## config.mk

```make
export PLATFORM = sky130hd
export DESIGN_NAME = rag_guard
export DESIGN_NICKNAME = d
export VERILOG_FILES = /design/src/common/rag_pkg.sv /design/src/logic/rag_region_check.sv /design/src/logic/rag_fault_route.sv /design/src/logic/rag_guard.sv
export VERILOG_INCLUDE_DIRS = /design/src /design/src/common
export SDC_FILE = /design/constraint.sdc
export NUM_CORES = 1
export LEC_CHECK = 0
export ABC_CLOCK_PERIOD_IN_PS = 6640
export BUFFER_PORTS_ARGS = -buffer_cell sky130_fd_sc_hd__clkbuf_2
export CAP_MARGIN = 5
export CORE_MARGIN = 4
export CORE_UTILIZATION = 35
export CTS_CLUSTER_DIAMETER = 200
export DETAILED_ROUTE_END_ITERATION = 8
export RECOVER_POWER = 25
export SYNTH_ARGS = -nofsm -noshare
export SYNTH_HDL_FRONTEND = slang
export SYNTH_SLANG_ARGS = --single-unit
```

## constraint.sdc

```tcl
create_clock -name pclk -period 6.64 [get_ports pclk]
set_input_delay 1.66 -clock pclk [delete_from_list [all_inputs] [get_ports pclk]]
set_output_delay 1.66 -clock pclk [all_outputs]
set_load 0.01 [all_outputs]
```

## src/common/rag_consts.svh

```systemverilog
`ifndef RAG_CONSTS_SVH
`define RAG_CONSTS_SVH

// register byte offsets
`define RAG_PROG_PERM_BASE 12'h000
`define RAG_RAM_PERM_BASE 12'h100
`define RAG_PROG_ENTRY_BASE 12'h200
`define RAG_RAM_ENTRY_BASE 12'h208
`define RAG_EVT_PROG 12'h300
`define RAG_EVT_RAM 12'h304
`define RAG_INTEN 12'h308
`define RAG_ARRAY_MASK 12'hf80
`define RAG_ENTRY_MASK 12'hff8

// field positions
`define RAG_PERM_LOCK 8
`define RAG_ENTRY_SIZE_LSB 8

// reset values
`define RAG_PERM_RESET 4'hf
`define RAG_ENTRY_RESET 8'h00

// space geometry
`define RAG_NUM_REGIONS 32
`define RAG_NUM_ENTRY 2
`define RAG_PROG_ADDR_W 20
`define RAG_PROG_RGN_SHIFT 15
`define RAG_RAM_ADDR_W 18
`define RAG_RAM_RGN_SHIFT 13
`define RAG_ENTRY_BASE_SHIFT 4

`endif

```

## src/common/rag_pkg.sv

```systemverilog
`default_nettype none
package rag_pkg;
  typedef enum logic [1:0] {rag_read, rag_write, rag_erase, rag_fetch} rag_kind_t;
  typedef enum logic [1:0] {rag_main, rag_user_cfg, rag_factory_cfg} rag_area_t;
  typedef enum logic [1:0] {rag_core, rag_dma, rag_other} rag_master_t;
  typedef struct packed {
    logic secure;
    logic exec;
    logic write;
    logic read;
  } rag_perm_t;
  typedef struct packed {
    logic [2:0] size;
    logic [4:0] region;
  } rag_entry_t;
  typedef struct packed {
    logic valid;
    logic [19:0] addr;
    rag_kind_t kind;
    rag_area_t area;
    logic secure;
    rag_master_t master;
    logic err_capable;
    logic debug;
  } rag_req_t;
  typedef struct packed {
    logic grant;
    logic bus_error;
    logic entry;
    logic [31:0] rdata;
  } rag_resp_t;
endpackage
`default_nettype wire

```

## src/logic/rag_region_check.sv

```systemverilog
`include "rag_consts.svh"
`default_nettype none
module rag_region_check #(
  parameter int ADDR_W = 20,
  parameter int RGN_SHIFT = 15
) (
  input wire rag_pkg::rag_req_t req,
  input wire rag_pkg::rag_perm_t [31:0] perms,
  input wire rag_pkg::rag_entry_t [1:0] entries,
  output logic sec_viol,
  output logic rwx_viol,
  output logic entry_hit
);
  wire logic [4:0] idx = req.addr[ADDR_W-1:RGN_SHIFT];
  wire logic [RGN_SHIFT-1:0] off = req.addr[RGN_SHIFT-1:0];
  wire logic in_main = req.area == rag_pkg::rag_main;
  wire logic factory = req.area == rag_pkg::rag_factory_cfg;
  // config areas: always secure, never executable, factory read only
  wire rag_pkg::rag_perm_t cfg_perm = '{secure: 1'b1, exec: 1'b0, write: ~factory, read: 1'b1};
  wire rag_pkg::rag_perm_t perm = in_main ? perms[idx] : cfg_perm;
  wire logic is_wr = req.kind == rag_pkg::rag_write || req.kind == rag_pkg::rag_erase;
  wire logic rd_bad = req.kind == rag_pkg::rag_read && !perm.read;
  wire logic wr_bad = is_wr && !perm.write;
  // debug may step through non-executable code and config areas
  wire logic fx_bad = req.kind == rag_pkg::rag_fetch && !perm.exec && !req.debug;
  logic [2:0] max_size [0:`RAG_NUM_ENTRY];
  assign max_size[0] = 3'h0;
  for (genvar g = 0; g < `RAG_NUM_ENTRY; g++) begin : g_entry
    // selecting a non-secure region yields no sub-region
    wire logic live = entries[g].size != 3'h0 && perms[entries[g].region].secure;
    wire logic match = live && entries[g].region == idx;
    wire logic bigger = entries[g].size > max_size[g];
    assign max_size[g+1] = (match && bigger) ? entries[g].size : max_size[g];
  end
  wire logic [3:0] shamt = 4'(max_size[`RAG_NUM_ENTRY]) + 4'(`RAG_ENTRY_BASE_SHIFT);
  wire logic [RGN_SHIFT:0] span = (max_size[`RAG_NUM_ENTRY] == 3'h0) ? '0 : (RGN_SHIFT+1)'(1) << shamt;
  // carry out means offset lies within span of the region top
  wire logic [RGN_SHIFT:0] top_sum = {1'b0, off} + span;
  assign sec_viol = req.valid && perm.secure && !req.secure;
  assign rwx_viol = req.valid && (rd_bad || wr_bad || fx_bad);
  assign entry_hit = req.valid && in_main && top_sum[RGN_SHIFT];
endmodule
`default_nettype wire

```

## src/logic/rag_fault_route.sv

```systemverilog
`default_nettype none
module rag_fault_route (
  input wire logic valid,
  input wire rag_pkg::rag_master_t master,
  input wire logic sec_viol,
  input wire logic rwx_viol,
  output logic secure_fault,
  output logic bus_fault,
  output logic access_event
);
  wire logic core = master == rag_pkg::rag_core;
  wire logic any_viol = sec_viol || rwx_viol;
  assign secure_fault = valid && core && sec_viol;
  assign bus_fault = valid && core && !sec_viol && rwx_viol;
  // core security faults stay off the event line
  assign access_event = valid && (core ? (!sec_viol && rwx_viol) : any_viol);
endmodule
`default_nettype wire

```

## src/logic/rag_guard.sv

```systemverilog
// Contract
// - program space 32 regions of 32 KiB, RAM 32 regions of 8 KiB
// - read permission covers data reads; fetches check execute only
// - program write permission covers writes and erases
// - fetch succeeds with execute granted even without read
// - secure region admits only secure transfers
// - permissions set independently; lock refuses further changes
// - debugger fetches ignore missing execute permission
// - entry sub-regions described by region select and size
// - entry sub-region sits at region top, growing downward
// - entry sub-region live only with non-zero size and secure region
// - two descriptors on one region give the larger size
// - descriptor on non-secure region makes no sub-region
// - violating transfer blocked, blocked read returns zero
// - bus error to masters that support it, none otherwise
// - core security violation raises secure fault, no access event
// - core read/write/execute violation raises bus fault and event
// - non-core violations read zero, ignore writes, raise event
// - RAM violations raise RAM event except core security ones
// - security beats permission violation for core faults
// - each access event can raise an interrupt when enabled
// - config areas always secure; factory read only
// - fetch from config areas violates except under debug
// - blocked write leaves target unchanged, blocked read gives zero
`include "rag_consts.svh"
`default_nettype none
module rag_guard (
  input wire logic pclk,
  input wire logic presetn,
  input wire logic psel,
  input wire logic penable,
  input wire logic pwrite,
  input wire logic [11:0] paddr,
  input wire logic [31:0] pwdata,
  output logic [31:0] prdata,
  output logic pready,
  output logic pslverr,
  input wire rag_pkg::rag_req_t prog_req,
  input wire logic [31:0] prog_mem_rdata,
  output rag_pkg::rag_resp_t prog_resp,
  input wire rag_pkg::rag_req_t ram_req,
  input wire logic [31:0] ram_mem_rdata,
  output rag_pkg::rag_resp_t ram_resp,
  output logic secure_fault_a,
  output logic bus_fault_b,
  output logic prog_access_error_event,
  output logic ram_access_error_event,
  output logic irq
);
  rag_pkg::rag_perm_t [31:0] prog_perm;
  rag_pkg::rag_perm_t [31:0] ram_perm;
  logic [31:0] prog_region_lock;
  logic [31:0] ram_region_lock;
  rag_pkg::rag_entry_t [1:0] prog_entry;
  rag_pkg::rag_entry_t [1:0] ram_entry;
  logic evt_prog;
  logic evt_ram;
  logic [1:0] inten;

  // apb decode
  wire logic access = psel && penable;
  wire logic first_access = access && !pready;
  wire logic commit = access && pready;
  wire logic wr_en = commit && pwrite;
  wire logic aligned = paddr[1:0] == 2'h0;
  wire logic [4:0] ridx = paddr[6:2];
  wire logic eidx = paddr[2];
  wire logic sel_pp = aligned && (paddr & `RAG_ARRAY_MASK) == `RAG_PROG_PERM_BASE;
  wire logic sel_rp = aligned && (paddr & `RAG_ARRAY_MASK) == `RAG_RAM_PERM_BASE;
  wire logic sel_pe = aligned && (paddr & `RAG_ENTRY_MASK) == `RAG_PROG_ENTRY_BASE;
  wire logic sel_re = aligned && (paddr & `RAG_ENTRY_MASK) == `RAG_RAM_ENTRY_BASE;
  wire logic sel_ep = paddr == `RAG_EVT_PROG;
  wire logic sel_er = paddr == `RAG_EVT_RAM;
  wire logic sel_ie = paddr == `RAG_INTEN;
  wire logic mapped = sel_pp || sel_rp || sel_pe || sel_re || sel_ep || sel_er || sel_ie;
  wire rag_pkg::rag_perm_t wr_perm = rag_pkg::rag_perm_t'(pwdata[3:0]);
  wire logic wr_lock = pwdata[`RAG_PERM_LOCK];
  wire rag_pkg::rag_entry_t wr_entry = rag_pkg::rag_entry_t'({pwdata[`RAG_ENTRY_SIZE_LSB +: 3], pwdata[4:0]});

  wire logic [31:0] rd_pp = {23'h0, prog_region_lock[ridx], 4'h0, prog_perm[ridx]};
  wire logic [31:0] rd_rp = {23'h0, ram_region_lock[ridx], 4'h0, ram_perm[ridx]};
  wire logic [31:0] rd_pe = {21'h0, prog_entry[eidx].size, 3'h0, prog_entry[eidx].region};
  wire logic [31:0] rd_re = {21'h0, ram_entry[eidx].size, 3'h0, ram_entry[eidx].region};
  wire logic [31:0] rd_word = sel_pp ? rd_pp :
                              sel_rp ? rd_rp :
                              sel_pe ? rd_pe :
                              sel_re ? rd_re :
                              sel_ep ? {31'h0, evt_prog} :
                              sel_er ? {31'h0, evt_ram} :
                              sel_ie ? {30'h0, inten} : 32'h0;

  // one wait state gives time to register read data
  wire logic next_pready = first_access;
  wire logic next_pslverr = first_access && !mapped;
  wire logic [31:0] next_prdata = (first_access && !pwrite) ? rd_word : 32'h0;

  always_ff @(posedge pclk or negedge presetn) begin
    if (!presetn) begin
      pready <= 1'b0;
    end else begin
      pready <= next_pready;
    end
  end

  always_ff @(posedge pclk or negedge presetn) begin
    if (!presetn) begin
      pslverr <= 1'b0;
    end else begin
      pslverr <= next_pslverr;
    end
  end

  // zero outside the answer cycle, so a stale word never lingers
  always_ff @(posedge pclk or negedge presetn) begin
    if (!presetn) begin
      prdata <= 32'h0;
    end else begin
      prdata <= next_prdata;
    end
  end

  // permission registers; a set lock freezes its region
  // reset leaves every region fully open but secure
  for (genvar g = 0; g < `RAG_NUM_REGIONS; g++) begin : g_region
    wire logic hit = wr_en && ridx == 5'(g);
    wire logic prog_wr = hit && sel_pp && !prog_region_lock[g];
    wire logic ram_wr = hit && sel_rp && !ram_region_lock[g];
    always_ff @(posedge pclk or negedge presetn) begin
      if (!presetn) begin
        prog_perm[g] <= rag_pkg::rag_perm_t'(`RAG_PERM_RESET);
        prog_region_lock[g] <= 1'b0;
      end else if (prog_wr) begin
        prog_perm[g] <= wr_perm;
        prog_region_lock[g] <= wr_lock;
      end
    end
    always_ff @(posedge pclk or negedge presetn) begin
      if (!presetn) begin
        ram_perm[g] <= rag_pkg::rag_perm_t'(`RAG_PERM_RESET);
        ram_region_lock[g] <= 1'b0;
      end else if (ram_wr) begin
        ram_perm[g] <= wr_perm;
        ram_region_lock[g] <= wr_lock;
      end
    end
  end

  // entry descriptors
  // descriptors stay writable; only permission words lock
  for (genvar g = 0; g < `RAG_NUM_ENTRY; g++) begin : g_desc
    wire logic hit = wr_en && eidx == 1'(g);
    always_ff @(posedge pclk or negedge presetn) begin
      if (!presetn) begin
        prog_entry[g] <= rag_pkg::rag_entry_t'(`RAG_ENTRY_RESET);
        ram_entry[g] <= rag_pkg::rag_entry_t'(`RAG_ENTRY_RESET);
      end else begin
        if (hit && sel_pe) begin
          prog_entry[g] <= wr_entry;
        end
        if (hit && sel_re) begin
          ram_entry[g] <= wr_entry;
        end
      end
    end
  end

  // region checks, one per space
  logic prog_sec;
  logic prog_rwx;
  logic prog_hit;
  logic ram_sec;
  logic ram_rwx;
  logic ram_hit;

  rag_region_check #(
    .ADDR_W(`RAG_PROG_ADDR_W),
    .RGN_SHIFT(`RAG_PROG_RGN_SHIFT)
  ) u_prog_check (
    .req(prog_req),
    .perms(prog_perm),
    .entries(prog_entry),
    .sec_viol(prog_sec),
    .rwx_viol(prog_rwx),
    .entry_hit(prog_hit)
  );

  // ram space has no config areas
  rag_pkg::rag_req_t ram_req_main;
  always_comb begin
    ram_req_main = ram_req;
    ram_req_main.area = rag_pkg::rag_main;
  end

  rag_region_check #(
    .ADDR_W(`RAG_RAM_ADDR_W),
    .RGN_SHIFT(`RAG_RAM_RGN_SHIFT)
  ) u_ram_check (
    .req(ram_req_main),
    .perms(ram_perm),
    .entries(ram_entry),
    .sec_viol(ram_sec),
    .rwx_viol(ram_rwx),
    .entry_hit(ram_hit)
  );

  logic prog_sf;
  logic prog_bf;
  logic prog_ev;
  logic ram_sf;
  logic ram_bf;
  logic ram_ev;

  rag_fault_route u_prog_route (
    .valid(prog_req.valid),
    .master(prog_req.master),
    .sec_viol(prog_sec),
    .rwx_viol(prog_rwx),
    .secure_fault(prog_sf),
    .bus_fault(prog_bf),
    .access_event(prog_ev)
  );

  rag_fault_route u_ram_route (
    .valid(ram_req.valid),
    .master(ram_req.master),
    .sec_viol(ram_sec),
    .rwx_viol(ram_rwx),
    .secure_fault(ram_sf),
    .bus_fault(ram_bf),
    .access_event(ram_ev)
  );

  // responses; grant low keeps the memory untouched
  wire logic prog_bad = prog_sec || prog_rwx;
  wire logic ram_bad = ram_sec || ram_rwx;
  rag_pkg::rag_resp_t next_prog_resp;
  rag_pkg::rag_resp_t next_ram_resp;
  assign next_prog_resp.grant = prog_req.valid && !prog_bad;
  assign next_prog_resp.bus_error = prog_bad && prog_req.err_capable;
  assign next_prog_resp.entry = prog_hit;
  assign next_prog_resp.rdata = (prog_req.valid && !prog_bad) ? prog_mem_rdata : 32'h0;
  assign next_ram_resp.grant = ram_req.valid && !ram_bad;
  assign next_ram_resp.bus_error = ram_bad && ram_req.err_capable;
  assign next_ram_resp.entry = ram_hit;
  assign next_ram_resp.rdata = (ram_req.valid && !ram_bad) ? ram_mem_rdata : 32'h0;

  // sticky flags: write 1 clears, a same-cycle event wins
  wire logic clr_ep = wr_en && sel_ep && pwdata[0];
  wire logic clr_er = wr_en && sel_er && pwdata[0];
  wire logic next_evt_prog = prog_ev || (evt_prog && !clr_ep);
  wire logic next_evt_ram = ram_ev || (evt_ram && !clr_er);
  wire logic [1:0] next_inten = (wr_en && sel_ie) ? pwdata[1:0] : inten;
  wire logic next_irq = |({next_evt_ram, next_evt_prog} & next_inten);

  // both spaces share one fault pair; either can raise it
  wire logic next_secure_fault = prog_sf || ram_sf;
  wire logic next_bus_fault = prog_bf || ram_bf;

  // one flop per output keeps every block short
  always_ff @(posedge pclk or negedge presetn) begin
    if (!presetn) begin
      prog_resp <= '0;
    end else begin
      prog_resp <= next_prog_resp;
    end
  end

  always_ff @(posedge pclk or negedge presetn) begin
    if (!presetn) begin
      ram_resp <= '0;
    end else begin
      ram_resp <= next_ram_resp;
    end
  end

  always_ff @(posedge pclk or negedge presetn) begin
    if (!presetn) begin
      secure_fault_a <= 1'b0;
    end else begin
      secure_fault_a <= next_secure_fault;
    end
  end

  always_ff @(posedge pclk or negedge presetn) begin
    if (!presetn) begin
      bus_fault_b <= 1'b0;
    end else begin
      bus_fault_b <= next_bus_fault;
    end
  end

  always_ff @(posedge pclk or negedge presetn) begin
    if (!presetn) begin
      prog_access_error_event <= 1'b0;
    end else begin
      prog_access_error_event <= prog_ev;
    end
  end

  always_ff @(posedge pclk or negedge presetn) begin
    if (!presetn) begin
      ram_access_error_event <= 1'b0;
    end else begin
      ram_access_error_event <= ram_ev;
    end
  end

  // sticky flags and their enables
  always_ff @(posedge pclk or negedge presetn) begin
    if (!presetn) begin
      evt_prog <= 1'b0;
    end else begin
      evt_prog <= next_evt_prog;
    end
  end

  always_ff @(posedge pclk or negedge presetn) begin
    if (!presetn) begin
      evt_ram <= 1'b0;
    end else begin
      evt_ram <= next_evt_ram;
    end
  end

  always_ff @(posedge pclk or negedge presetn) begin
    if (!presetn) begin
      inten <= 2'h0;
    end else begin
      inten <= next_inten;
    end
  end

  // built from next values so irq moves in step with the flags
  always_ff @(posedge pclk or negedge presetn) begin
    if (!presetn) begin
      irq <= 1'b0;
    end else begin
      irq <= next_irq;
    end
  end
endmodule
`default_nettype wire

```

==> impl_metrics.json <==
{
  "status": "finished with violations",
  "violations": "max-capacitance violations, max-slew violations",
  "dieArea_mm2": 0.0729,
  "port_buffers": 227,
  "core_mm2": 0.0676,
  "ys_ff_latch": 441,
  "grt_pass1_vias": 16300,
  "rows": 95,
  "finalSetupViolCount": 0,
  "synthArstFlopShare_pct": 100,
  "worstSkewPairLatency_ns": 0.58,
  "worstMarginPinSlew_ns": 3.00,
  "synthTopCellsByArea": "dfstp_2, mux4_2, dfrtp_1",
  "timing.final.crit_share_pct": 78.6,
  "crit_arrival_ns": 5.67,
  "clkSlewWorstSetupHoldPaths_ns": 0.06,
  "drive_gt1_share_pct": 53.1,
  "clockRootBuffer": "clkbuf_16",
  "instances_no_fill": 2764,
  "cp-start-kind": "input port",
  "start_util_pct": 35.5,
  "max_slew_margin_pct": -99.9,
  "synth_enable_flop_cells": 0,
  "ys_seq_area_share_pct": 47.2,
  "cellLeakagePower_nw": 11.8,
  "layout_commonest_cell": "dfstp_2",
  "grt_max_degree": 125,
  "worstSetupPathType": "input port to flip-flop",
  "min_period_ns": 5.22,
  "synth.distinct_cells": 66,
  "cts_buffer_depth": 3,
  "yosys_warnings": 0,
  "mostFrequentLayoutCells": "dfstp_2, clkbuf_2, mux4_2",
  "cts_inserted_buffers": 47,
  "cellPowerDensity_mw_per_mm2": 213,
  "slew_violations": 363,
  "hp-class": "flip-flop to flip-flop",
  "htree_levels": 2,
  "postCtsResizedCells": 0,
  "fmaxAchievable_mhz": 192,
  "drv_cap": 3,
  "final_nets": 2062,
  "finalSetupTns_ns": 0,
  "fin_skew_ns": 0.0143,
  "die_width_um": 270,
  "vdd_drop_max_mv": 0.137,
  "ctsHoldBuffers": 0,
  "cts_tree": "built",
  "wl_per_cell_um": 24.8,
  "antenna_found_initial": 3,
  "dp_hpwl_um": 49200,
  "yosysTopAreaCell": "dfstp_2",
  "grt_first_pass_wirelength_um": 105000,
  "critPathCaptureType": "flip-flop",
  "dp.cells": 2677,
  "firstDrtPassIters": 5,
  "die_y_um": 270,
  "syn_to_final_growth_pct": 14.5,
  "drt-vias-per-instance": 5.61,
  "synth_ff_type": "dfstp_2",
  "synth_top_area_share_pct": 28.0,
  "hold_viol": 0,
  "rsz0062_at_grt": "false",
  "netlist_area_mm2": 0.0240,
  "ios": 282,
  "gp_congestion": 0.865,
  "drc": 0,
  "cts_num_sinks": 441,
  "avgSynthCellArea_um2": 14.5,
  "cp.required_ns": 7.09,
  "cts_setup_buffers": 0,
  "postRouteAntennaNets": 0,
  "wl_um": 68600,
  "drt-initial-drc-count": 1321,
  "synth_cells": 1654,
  "grt_overflow": 0,
  "cp_max_fo": 6,
  "vias": 15500,
  "grt_usage_pct": 18.7
}
-- per-layer routing --
| layer | share of wire [%] | track usage, % | vias to the layer above |
|---|---|---|---|
| met5 | 0.038 | 0 | - |
| met4 | 2.9 | 5.38 | 4 |
| met3 | 7.6 | 4.31 | 99 |
| met2 | 49 | 31.1 | 613 |
| met1 | 41 | 24.4 | 8134 |
| li1 | - | - | 6664 |
-- cell usage after synthesis, drive strengths merged, types with 6 or more instances --
library cell and instances:
mux2i 36, inv 24, a21o 14, nor3b 13, a21oi 14, a22oi 6
xor2 6, mux2 294, nor2b 15, nand2 34, nand3 19, xnor2 12
o21bai 64, dfstp 256, ha 36, nand4 9, buf 67, nor3 29
o31ai 6, and3 6, and2 72, clkbuf 70, o21ai 13, nand2b 12
or3 53, nor2 28, mux4 213, dfrtp 185
-- power by group --
group | leakage (nW) | switching (mW) | internal [mW]
sequential | 5.17 | 0.00770 | 2.72
combinational | 5.81 | 0.271 | 0.139
clock | 0.799 | 1.11 | 1.62
-- sequential cells by signal, summed over array words and instances, names as in the netlist, 2 cells and up --
signal / count
prog_perm: 128
ram_perm: 128
prog_resp: 35
ram_resp: 35
prog_region_lock: 32
ram_region_lock: 32
prog_entry: 16
ram_entry: 16
prdata: 8
inten: 2
-- logic make-up (layout without fill, tap and decap cells) --
kind of cell,count (synthesis),count (layout),share of synthesized area [%]
buf+inv,161,362,3.24
other cells,1,37,0.0156
mux,543,543,35.2
simple gates,308,308,7.36
flops,441,441,47.2
compound gates,146,146,4.37
fa+ha+maj,36,36,1.87
xor+xnor,18,18,0.656
-- worst max-delay path: stages --
cell and delay, ns:
clkbuf_2 0.14, xor2_1 0.18, nor3_1 0.50, o311ai_1 0.26, nor3b_1 0.29, inv_1 0.08
ha_1 0.29, nand3_1 0.10, nand4_1 0.09, or4_1 0.61, mux2i_1 0.43, nor3b_1 0.24
ha_1 0.27, and2_1 0.16, o21ai_0 0.15, o21a_1 0.16, a21oi_1 0.06
-- per-stage QoR --
step                instance area (µm²)  power (mW)  worst slack (ns)  hold slack, ns  utilization [%]
global route                      27500        6.10             0.738           0.515             40.7
global placement                  25900        3.18             0.885           0.471             38.4
finish                            27500        5.86              1.42           0.489             40.7
detailed placement                25900        3.19             0.829           0.476             38.4
CTS                               27600        5.95              1.45           0.493             40.7
floorplan                         24200        3.00             0.988           0.453                -
-- path summary, 6_finish.rpt --
kind	end	from	slack, ns	depth (start not counted)
worst min-delay path	pready$_DFF_PN0_	pready$_DFF_PN0_	0.49	1
worst max register to register	ram_resp[32]$_DFF_PN0_	ram_entry[0]$_DFFE_PN0P_	1.46	17
worst max-delay path	ram_resp[32]$_DFF_PN0_	ram_req[24]	1.42	17
worst min register to register	pready$_DFF_PN0_	pready$_DFF_PN0_	0.49	1
max in group asynchronous	ram_resp[17]$_DFF_PN0_	presetn	1.48	2
min in group asynchronous	prog_resp[32]$_DFF_PN0_	presetn	1.99	1
-- cell type report --
| type | count | area, µm² |
|---|---|---|
| clock inverters | 16 | 168 |
| well taps | 873 | 1090 |
| repair buffers | 252 | 1330 |
| clock buffers | 70 | 1450 |
| diodes | 1 | 2.50 |
| multi-input cells | 1087 | 12000 |
| fillers | 6249 | 40100 |
| inverters | 24 | 90.1 |
| flip-flops and latches | 441 | 11400 |
No activity file was read; power rests on OpenSTA's default activity.
